### src/logic/swba_pkg.sv
// Shared widths, reset values and encodings for the subtract-with-borrow slice
package swba_pkg;
  localparam int SWBA_DATA_W = 8;
  localparam int SWBA_ADDR_W = 6;
  localparam int SWBA_DEPTH = 64;
  localparam int SWBA_NIB_W = 4;
  localparam logic [SWBA_DATA_W-1:0] SWBA_ACC_RST = 8'h00;
  localparam logic [SWBA_DATA_W-1:0] SWBA_ZERO_BYTE = 8'h00;
  localparam logic SWBA_DEST_ACC = 1'b0;
  localparam logic SWBA_DEST_REG = 1'b1;
  localparam logic SWBA_FORM_REG = 1'b0;
  localparam logic SWBA_FORM_IMM = 1'b1;
  typedef enum logic {SWBA_IDLE, SWBA_EXEC} swba_state_t;
endpackage

### src/logic/swba_rf_if.sv
// Register-file port between the datapath and its data memory
`timescale 1ns/1ps
interface swba_rf_if;
  import swba_pkg::*;
  logic we;
  logic [SWBA_ADDR_W-1:0] waddr;
  logic [SWBA_DATA_W-1:0] wdata;
  logic [SWBA_ADDR_W-1:0] raddr;
  logic [SWBA_DATA_W-1:0] rdata;
  modport ctrl (output we, output waddr, output wdata, output raddr, input rdata);
  modport mem (input we, input waddr, input wdata, input raddr, output rdata);
endinterface

### src/logic/swba_alu.sv
// Subtract-with-borrow datapath: register and immediate forms, flags, accumulator
// Function
// [RULE_01] Register form: register plus inverted accumulator plus carry
// [RULE_02] Destination 0 writes accumulator, register untouched
// [RULE_03] Destination 1 writes result back to register
// [RULE_04] Six-bit register address, one-bit destination select
// [RULE_05] No borrow sets carry; zero result sets zero
// [RULE_06] Borrow clears carry, keeps wrapped result
// [RULE_07] Immediate form: literal minus accumulator, into accumulator
// [RULE_08] Each form completes within one instruction cycle
`timescale 1ns/1ps
module swba_alu
  import swba_pkg::*;
(
  input wire logic i_core_clk,
  input wire logic i_rst_n,
  input wire logic i_ce,
  input wire logic i_op_valid,
  input wire logic i_op_form,
  input wire logic [SWBA_ADDR_W-1:0] i_reg_addr,
  input wire logic i_dest,
  input wire logic [SWBA_DATA_W-1:0] i_imm,
  input wire logic i_carry_in,
  input wire logic i_acc_wr,
  input wire logic [SWBA_DATA_W-1:0] i_acc_wdata,
  input wire logic i_rf_wr,
  input wire logic [SWBA_ADDR_W-1:0] i_rf_waddr,
  input wire logic [SWBA_DATA_W-1:0] i_rf_wdata,
  input wire logic [SWBA_ADDR_W-1:0] i_rf_raddr,
  output logic o_ready,
  output logic o_done,
  output logic [SWBA_DATA_W-1:0] o_result,
  output logic [SWBA_DATA_W-1:0] o_acc,
  output logic o_carry,
  output logic o_zero,
  output logic o_half_carry,
  output logic [SWBA_DATA_W-1:0] o_rf_rdata
);
  swba_rf_if rf ();

  swba_regfile u_regfile (
    .i_core_clk (i_core_clk),
    .i_rst_n (i_rst_n),
    .i_ce (i_ce),
    .rf (rf.mem)
  );

  swba_state_t state;
  swba_state_t next_state;
  logic op_form;
  logic op_dest;
  logic [SWBA_ADDR_W-1:0] op_addr;
  logic [SWBA_DATA_W-1:0] op_imm;
  logic op_c;
  logic [SWBA_DATA_W-1:0] acc;
  logic carry;
  logic zero;
  logic half_carry;
  logic done;
  logic [SWBA_DATA_W-1:0] result;
  logic next_op_form;
  logic next_op_dest;
  logic [SWBA_ADDR_W-1:0] next_op_addr;
  logic [SWBA_DATA_W-1:0] next_op_imm;
  logic next_op_c;
  logic [SWBA_DATA_W-1:0] next_acc;
  logic next_carry;
  logic next_zero;
  logic next_half_carry;
  logic next_done;
  logic [SWBA_DATA_W-1:0] next_result;
  logic [SWBA_DATA_W-1:0] operand;
  logic [SWBA_DATA_W:0] sum9;
  logic [SWBA_NIB_W:0] sum5;
  logic [SWBA_DATA_W-1:0] res8;

  // Minuend comes from memory or literal; subtrahend is the accumulator, added inverted
  always_comb begin
    operand = (op_form == SWBA_FORM_IMM) ? op_imm : rf.rdata; // RULE_07
    sum9 = {1'b0, operand} + {1'b0, ~acc} + {{SWBA_DATA_W{1'b0}}, op_c}; // RULE_01
    sum5 = {1'b0, operand[SWBA_NIB_W-1:0]} + {1'b0, ~acc[SWBA_NIB_W-1:0]} + {{SWBA_NIB_W{1'b0}}, op_c};
    res8 = sum9[SWBA_DATA_W-1:0]; // RULE_06
  end

  always_comb begin
    next_state = state;
    next_op_form = op_form;
    next_op_dest = op_dest;
    next_op_addr = op_addr;
    next_op_imm = op_imm;
    next_op_c = op_c;
    next_acc = acc;
    next_carry = carry;
    next_zero = zero;
    next_half_carry = half_carry;
    next_done = 1'b0;
    next_result = result;
    rf.we = 1'b0;
    rf.waddr = i_rf_waddr;
    rf.wdata = i_rf_wdata;
    rf.raddr = i_rf_raddr;
    case (state)
      SWBA_IDLE: begin
        if (i_op_valid) begin
          next_state = SWBA_EXEC;
          next_op_form = i_op_form;
          next_op_dest = i_dest; // RULE_04
          next_op_addr = i_reg_addr; // RULE_04
          next_op_imm = i_imm;
          next_op_c = i_carry_in;
          if (i_op_form == SWBA_FORM_REG) begin
            rf.raddr = i_reg_addr;
          end
        end else if (i_acc_wr) begin
          next_acc = i_acc_wdata;
        end
        if (!i_op_valid && i_rf_wr) begin
          rf.we = 1'b1;
        end
      end
      SWBA_EXEC: begin
        next_state = SWBA_IDLE; // RULE_08
        next_done = 1'b1;
        next_result = res8;
        next_carry = sum9[SWBA_DATA_W]; // RULE_05 RULE_06
        next_zero = (res8 == SWBA_ZERO_BYTE); // RULE_05
        next_half_carry = sum5[SWBA_NIB_W];
        rf.raddr = op_addr;
        if (op_form == SWBA_FORM_IMM || op_dest == SWBA_DEST_ACC) begin
          next_acc = res8; // RULE_02 RULE_07
        end else begin
          rf.we = 1'b1; // RULE_03
          rf.waddr = op_addr;
          rf.wdata = res8;
        end
      end
      default: begin
        next_state = SWBA_IDLE;
      end
    endcase
  end

  always_ff @(posedge i_core_clk or negedge i_rst_n) begin
    if (!i_rst_n) begin
      state <= SWBA_IDLE;
      op_form <= SWBA_FORM_REG;
      op_dest <= SWBA_DEST_ACC;
      op_addr <= '0;
      op_imm <= SWBA_ZERO_BYTE;
      op_c <= 1'b0;
      acc <= SWBA_ACC_RST;
      carry <= 1'b0;
      zero <= 1'b0;
      half_carry <= 1'b0;
      done <= 1'b0;
      result <= SWBA_ZERO_BYTE;
    end else if (i_ce) begin
      state <= next_state;
      op_form <= next_op_form;
      op_dest <= next_op_dest;
      op_addr <= next_op_addr;
      op_imm <= next_op_imm;
      op_c <= next_op_c;
      acc <= next_acc;
      carry <= next_carry;
      zero <= next_zero;
      half_carry <= next_half_carry;
      done <= next_done;
      result <= next_result;
    end
  end

  assign o_ready = (state == SWBA_IDLE);
  assign o_done = done;
  assign o_result = result;
  assign o_acc = acc;
  assign o_carry = carry;
  assign o_zero = zero;
  assign o_half_carry = half_carry;
  assign o_rf_rdata = rf.rdata;
endmodule

### src/logic/swba_regfile.sv
// 64-byte data memory with registered read data
`timescale 1ns/1ps
module swba_regfile
  import swba_pkg::*;
(
  input wire logic i_core_clk,
  input wire logic i_rst_n,
  input wire logic i_ce,
  swba_rf_if.mem rf
);
  logic [SWBA_DATA_W-1:0] mem [SWBA_DEPTH];
  logic [SWBA_DATA_W-1:0] rdata;
  logic [SWBA_DATA_W-1:0] next_rdata;

  always_comb begin
    next_rdata = i_ce ? mem[rf.raddr] : rdata;
  end

  always_ff @(posedge i_core_clk or negedge i_rst_n) begin
    if (!i_rst_n) begin
      rdata <= SWBA_ZERO_BYTE;
    end else begin
      rdata <= next_rdata;
    end
  end

  always_ff @(posedge i_core_clk) begin
    if (i_ce && rf.we) begin
      mem[rf.waddr] <= rf.wdata;
    end
  end

  assign rf.rdata = rdata;
endmodule

### config.mk
export PLATFORM = sky130hd
export DESIGN_NAME = swba_alu
export DESIGN_NICKNAME = d
export VERILOG_FILES = /design/src/logic/swba_pkg.sv /design/src/logic/swba_rf_if.sv /design/src/logic/swba_alu.sv /design/src/logic/swba_regfile.sv
export SDC_FILE = /design/constraint.sdc
export NUM_CORES = 1
export LEC_CHECK = 0
export BUFFER_PORTS_ARGS = -buffer_cell sky130_fd_sc_hd__buf_2
export CAP_MARGIN = 0
export CORE_MARGIN = 1
export CORE_UTILIZATION = 60
export CTS_CLUSTER_SIZE = 12
export DETAILED_ROUTE_END_ITERATION = 10
export HOLD_SLACK_MARGIN = 0.05
export PLACE_DENSITY = 0.77
export SKIP_LAST_GASP = 1
export SYNTH_ARGS = -nofsm -noshare
export SYNTH_HDL_FRONTEND = slang
export SYNTH_SLANG_ARGS = --single-unit
### constraint.sdc
create_clock -name i_core_clk -period 7.25 [get_ports i_core_clk]
set_input_delay 1.45 -clock i_core_clk [delete_from_list [all_inputs] [get_ports i_core_clk]]
set_output_delay 1.45 -clock i_core_clk [all_outputs]
set_load 0.02 [all_outputs]
## Yosys cells after proc, flatten, opt, wreduce, memory -nomap -nowiden

Memories as Yosys holds them, arrays and structs flattened. A register that Yosys moved wholly into a read port is not among the register bits.
Cells that the tools add are included.

| cells by class | value |
|---|---|
| add/sub/neg operators | 4 |
| equality and inequality tests | 3 |
| mux-type cells | 20 |
| bitwise gates (word level) | 4 |
| reductions and logical operators | 9 |

Operators by type and width:

| kind | number |
|---|---|
| $mux W8 | 6 |
| $mux W6 | 4 |
| $pmux W8 S2 | 1 |
| $pmux W6 S2 | 1 |
| $add A8 B8 Y9 | 1 |
| $add A9 B1 Y9 | 1 |
| $logic_not A8 Y1 | 1 |
| $not A8 Y8 | 1 |
| $mux W1 | 6 |
| $add A4 B4 Y5 | 1 |
| $add A5 B1 Y5 | 1 |
| $ne A2 B2 Y1 const B | 2 |
| $not A4 Y4 | 1 |
| $pmux W1 S2 | 2 |
| $reduce_and A4 Y1 | 1 |
| $reduce_and A3 Y1 | 1 |
| $logic_and A1 B1 Y1 | 2 |
| $logic_not A1 Y1 | 2 |
| $ne A2 B1 Y1 const B | 1 |
| $not A1 Y1 | 2 |
| $reduce_and A2 Y1 | 1 |
| $logic_or A1 B1 Y1 | 1 |

| storage, ports and cells | value |
|---|---|
| register bits | 38 |
| RAM bits | 512 |
| output and inout port bits | 29 |
| logic and storage cells | 53 |
| memories kept | 1 |

Memory list:

| memory | words | bits a word | read ports | clocked after memory_dff | wr ports | line | text |
|---|---|---|---|---|---|---|---|
| u_regfile.mem | 64 | 8 | 1 | 1 | 1 | swba_regfile.sv:11 | `logic [SWBA_DATA_W-1:0] mem [SWBA_DEPTH];` |

## Depth between registers and ports, before layout

| depth | value |
|---|---|
| word-level depth | 7 |
| mapped depth | 12 |
| mapped depth without buffers | 10 |

## By module

Synthesis repeated with hierarchy kept, for this count alone.

| unflattened totals | value |
|---|---|
| cells, all modules | 1163 |
| area total of the unflattened synthesis | 22539.1 um2 |

By module, submodules not included:

| module | instances | cells an instance | area an instance (um2) | sequential area each (um2) |
|---|---|---|---|---|
| swba_regfile | 1 | 941 | 20229.4 | 15574.9 |
| swba_alu | 1 | 222 | 2309.7 | 950.9 |

## Worst setup path before layout

No wires, ideal clock.

| timing path | value |
|---|---|
| path kind | register to register |
| start | register op_form |
| end | memory u_regfile.mem[0][6], data pin |
| library setup time | 702 ps |
| arrival | 5212 ps |
| slack | 1336 ps |
| cell stages (with the launch flop) | 11 |
| period minus slack after synthesis | 5914 ps |
| path through | dfrtp_1 clkbuf_1 mux2_2 fa_1 fa_1 a21o_1 a21oi_1 o21bai_1 a21oi_1 xnor2_1 o21ai_0 |

| on the way | value |
|---|---|
| cells in the longest elaborated chain, start to end | 5 |

Ends and longest elaborated chain:

| item | line | text |
|---|---|---|
| start: declaration | swba_alu.sv:50 | `logic op_form;` |
| start signal: assignment | swba_alu.sv:159 | `op_form <= next_op_form;` |
| $mux W8 | swba_alu.sv:79 | `operand = (op_form == SWBA_FORM_IMM) ? op_imm : rf.rdata;` |
| $add A8 B8 Y9 | swba_alu.sv:80 | `sum9 = {1'b0, operand} + {1'b0, ~acc} + {{SWBA_DATA_W{1'b0}}, op_c};` |
| $add A9 B1 Y9 | swba_alu.sv:80 |  |
| $mux W8 (*) | swba_alu.sv:129 | `if (op_form == SWBA_FORM_IMM \|\| op_dest == SWBA_DEST_ACC) begin` |
| $mux W8 (*) | swba_alu.sv:102 | `case (state)` |
| named net rf.wdata[6] | swba_rf_if.sv:7 | `logic [SWBA_DATA_W-1:0] wdata;` |
| end: declaration | swba_regfile.sv:11 |  |

Mark *: on every way through the listed nets, which the timed path passes. The rest lies on a longest branch.

## Final worst setup path

| timing path | value |
|---|---|
| start | register op_form |
| end | memory u_regfile.mem[35][6], data pin |

Same word-level chain as after synthesis.

==> results.md <==
- Outcome: completed
- CTS tree: done
- Critical path launch point: op_form
- Mux cell area share after synthesis: ~8%
- Gr busiest metal: met2
- Lkg Pwr: about 9.1 nW
- Final setup fails: 0
- Global-route wire length before repair: around 87,000 um
- Die ar.: slightly below 40,000 um^2
- Register area share after synthesis: 71.3%
- RSZ-0062 raised after global routing: no
- Hold slack: 477 ps
- Max VDD drop: 213 uV
- Synth Instances: 1,648
- Initial drt markers: about 2.0k
- M3 GR Usage: 6.12%
- DRC violations left: 0
- Worst-Skew Late Latency: ~610 ps
- Ys async rst share: 8.24%
- CP endpoint: u_regfile.mem[35][6]
- Number of global-route vias before repair: 14.1k
- CP required: about 7600 ps
- Final setup TNS: 0 ps
- Post-CTS setup buffers: 0
- Hold Buf Count CTS: 0
- Die Ht: just under 200 um
- Input/output buffers: ~80
- Pre-CTS setup slack: about 2200 ps
- Compound-Gate Fraction of Synth Area: about 7.5%
- GR Overflow Total: 0
- Fraction of layout cells with a size suffix above 1: around an eighth
- Top_reg_cell synth: edfxtp_1
- Nature of the critical path startpoint: flip-flop
- Largest family of logic cells by synthesized area: simple AND/OR/NAND/NOR gates
- Met2 Track Usage GR: between 40% and 50%
- Synth top area share: 66.4%
- H-tree levels: 2
- Fin nets: about 1.8k
- R2R cell count: 10
- Synth Area per Inst: 14.1 um^2
- Max Cap Viol: 0
- Total power: 0.00815 W
- Vias: 14.6k
- Crit path time final: 4670 ps
- Area delta synth->final: 10.8%
- WL/cell: ~26 um
- Final instance area: about 26,000 um^2
- Max_slew headroom: between 20% and 30%
- Crit. End Element: flip-flop
- Max Clk Rate: roughly 210 MHz
- Filler Cells Inserted: between 2k and 3k
- GRT Total Usage: between 30% and 40%
- Vias/cell: 6.46
- XOR/XNOR Fraction of Synth Area: less than 1%
- Post-cts resize count: 0
- CTS Buffer Depth: 3
- Power Density: approximately 320 nW/um^2
- CTS Buf Count: 56
- HP Start: o_result[4]
- Final hold viol count: 0
- Least-Margin Pin Slew: 1170 ps
- Worst-case clock skew: around 18 ps
- Placer Congestion: 0.926
- Post-Route WL: about 60,000 um
- Clk root buf: clkbuf_16
- RR Startpoint: op_form
- Post-Synth Adder-Cell Area: less than 1%
- Antenna violations before repair: 1
- # IOs: 80
- DP Area: around 24,000 um^2
- Maximum fanout along the worst path: 34
- Number of flops mapped to enable cells by yosys: just over 500
- CTS Sinks: about 560
- DRT Pass-1 Iters: 5
- Biggest area consumer among synthesized cells: edfxtp_1
- Top cells by area, synth: edfxtp_1 66%, mux2i_1 6.7%, dfrtp_1 5.0%, nand2_1 4.7%, nand3_1 2.0%
- Initial core utilization: 61.2%
- Worst-path clk slew: ~60 ps
- FF-to-FF End: u_regfile.mem[35][6]
- Largest net degree at the start of global routing: 132
- Synth Warn #: 0
- Worst Setup Path Type: reg -> reg
- R2r setup slk: 2580 ps
- Core box area: between 30,000 and 40,000 um^2
- Library cells used by synthesis: between 60 and 70
- Post-Synth Simple-Gate Area: between 10% and 20%
- Cell row count: roughly 70
- Number of synthesized register bits: 558
- Crit path DAT: between 5000 and 6000 ps
- Hpwl dp: about 36,000 um
- Post-route ant nets: 0
- Max Slew Vio Count: 0
- Final worst setup slack: around 2600 ps
- Met1 usage: between 40% and 50%
- Syn nets: around 1.7k
- Chip width: ~200 um
- Min-delay worst type: reg -> reg
- Final worst-path cycle share: 64.4%
- Post-Syn Area: around 23,000 um^2
[final cells by class]
cell class / instances / area [um^2] / area share (%)
well taps: 511 / 639 / 2.49
flip-flops and latches: 558 / 16500 / 64.4
multi-input cells: 979 / 6220 / 24.2
repair buffers: 100 / 578 / 2.25
diodes: 1 / 2.50 / 0.00975
inverters: 22 / 82.6 / 0.322
clock buffers: 77 / 1530 / 5.97
clock inverters: 16 / 85.1 / 0.332
[where the power goes]
group / internal (W) / switching (W) / leakage [nW]
combinational: 0.000519 / 0.00118 / 3.14
sequential: 0.00373 / 0.000105 / 5.16
clock: 0.00146 / 0.00115 / 0.782
total: 0.00571 / 0.00243 / 9.08
[how the worst min path moves through the flow]
stage                     depth (start not counted)  slack, ps            to
final                                             2        480   o_result[4]
after global routing                              2        510   o_result[2]
after CTS                                         2        480   o_result[4]
after detailed placement                          2        470  o_half_carry
after global placement                            2        460   o_result[2]
after floorplan                                   1        470     op_imm[3]
[routing by layer]
metal / part of all wire (%) / wire length (um) / vias up
met5: 0 / 0 / -
met4: 3.8 / 2210 / 0
met3: 11 / 6210 / 131
met2: 46 / 26900 / 886
met1: 40 / 23100 / 7215
li1: - / - / 6401
[registers in the layout (all words and copies together) (netlist names)]
| signal | flops |
|---|---|
| u_regfile.mem | 512 |
| o_acc | 8 |
| o_result | 8 |
| op_imm | 8 |
| u_regfile.rf.rdata | 8 |
| op_addr | 6 |
| o_carry | 1 |
| o_done | 1 |
| o_half_carry | 1 |
| o_zero | 1 |
| op_c | 1 |
| op_dest | 1 |
| op_form | 1 |
| state | 1 |
[critical path: stages (launching register included)]
cell and delay [ps]:
dfrtp_1 650, mux2_2 410, fa_1 420, fa_1 460
a21o_1 220, a21oi_1 280, o21bai_1 110, a21oi_1 270
xnor2_1 230, o21ai_4 800, buf_4 540
[placed cells by master, fill, tap and decap left out, types with 4 or more instances in the layout]
cell         n
a211oi_1     7
o221ai_1    28
o41ai_1      7
nand3_1     92
o211ai_1    11
nand4bb_1    4
nand2_1    287
inv_1       22
nor2_1      76
o21ai_4      6
clkbuf_1    18
mux2_2      27
a2111oi_0    7
nor2b_1     15
o21ai_0     21
nor4_1      11
nand2b_1    10
a32oi_1      7
buf_2       79
o31a_1       4
edfxtp_1   512
dfrtp_1     46
ha_1         8
xnor2_1      6
clkinv_1    10
nor3_1       5
buf_4       19
o22ai_1     35
or4_1        8
a311oi_1     7
mux2i_1    154
a31oi_1     17
a21oi_1     63
o31ai_1      5
clkbuf_16   58
a221oi_1     9
[Yosys cell counts, types with 4 or more instances]
master and n:
o31ai_1 5, nor3_1 5, o41ai_1 7, mux2_2 27
edfxtp_1 512, mux2i_1 154, nand2_1 289, o22ai_1 35
or4_1 8, buf_2 24, a32oi_1 7, nand4bb_1 4
nand2b_1 10, a221oi_1 9, o221ai_1 28, nand3_1 92
o21ai_0 27, a211oi_1 7, nor2b_1 15, buf_1 8
a311oi_1 7, a21oi_1 63, nor4_1 11, dfrtp_1 46
clkbuf_1 45, ha_1 8, xnor2_1 6, a31oi_1 17
o31a_1 4, o211ai_1 11, buf_6 6, a2111oi_0 7
nor2_1 76, inv_1 22, buf_4 5
[kinds of logic after synthesis]
kind of cell             count (synthesis)
AO/OA/AOI/OAI                          254
AND/OR/NAND/NOR                        526
buffers and inverters                  111
multiplexers                           182
adder cells (fa/ha/maj)                 10
XOR/XNOR                                 7
flip-flops                             558
[through the flow]
| step | std cells | util (%) |
|---|---|---|
| floorplan | 1648 | - |
| global placement | 2170 | 63.5 |
| detailed placement | 2170 | 63.5 |
| CTS | 2263 | 67.8 |
| global route | 2263 | 67.8 |
| finish | 2264 | 67.8 |
(Power assumes the default switching activity.)
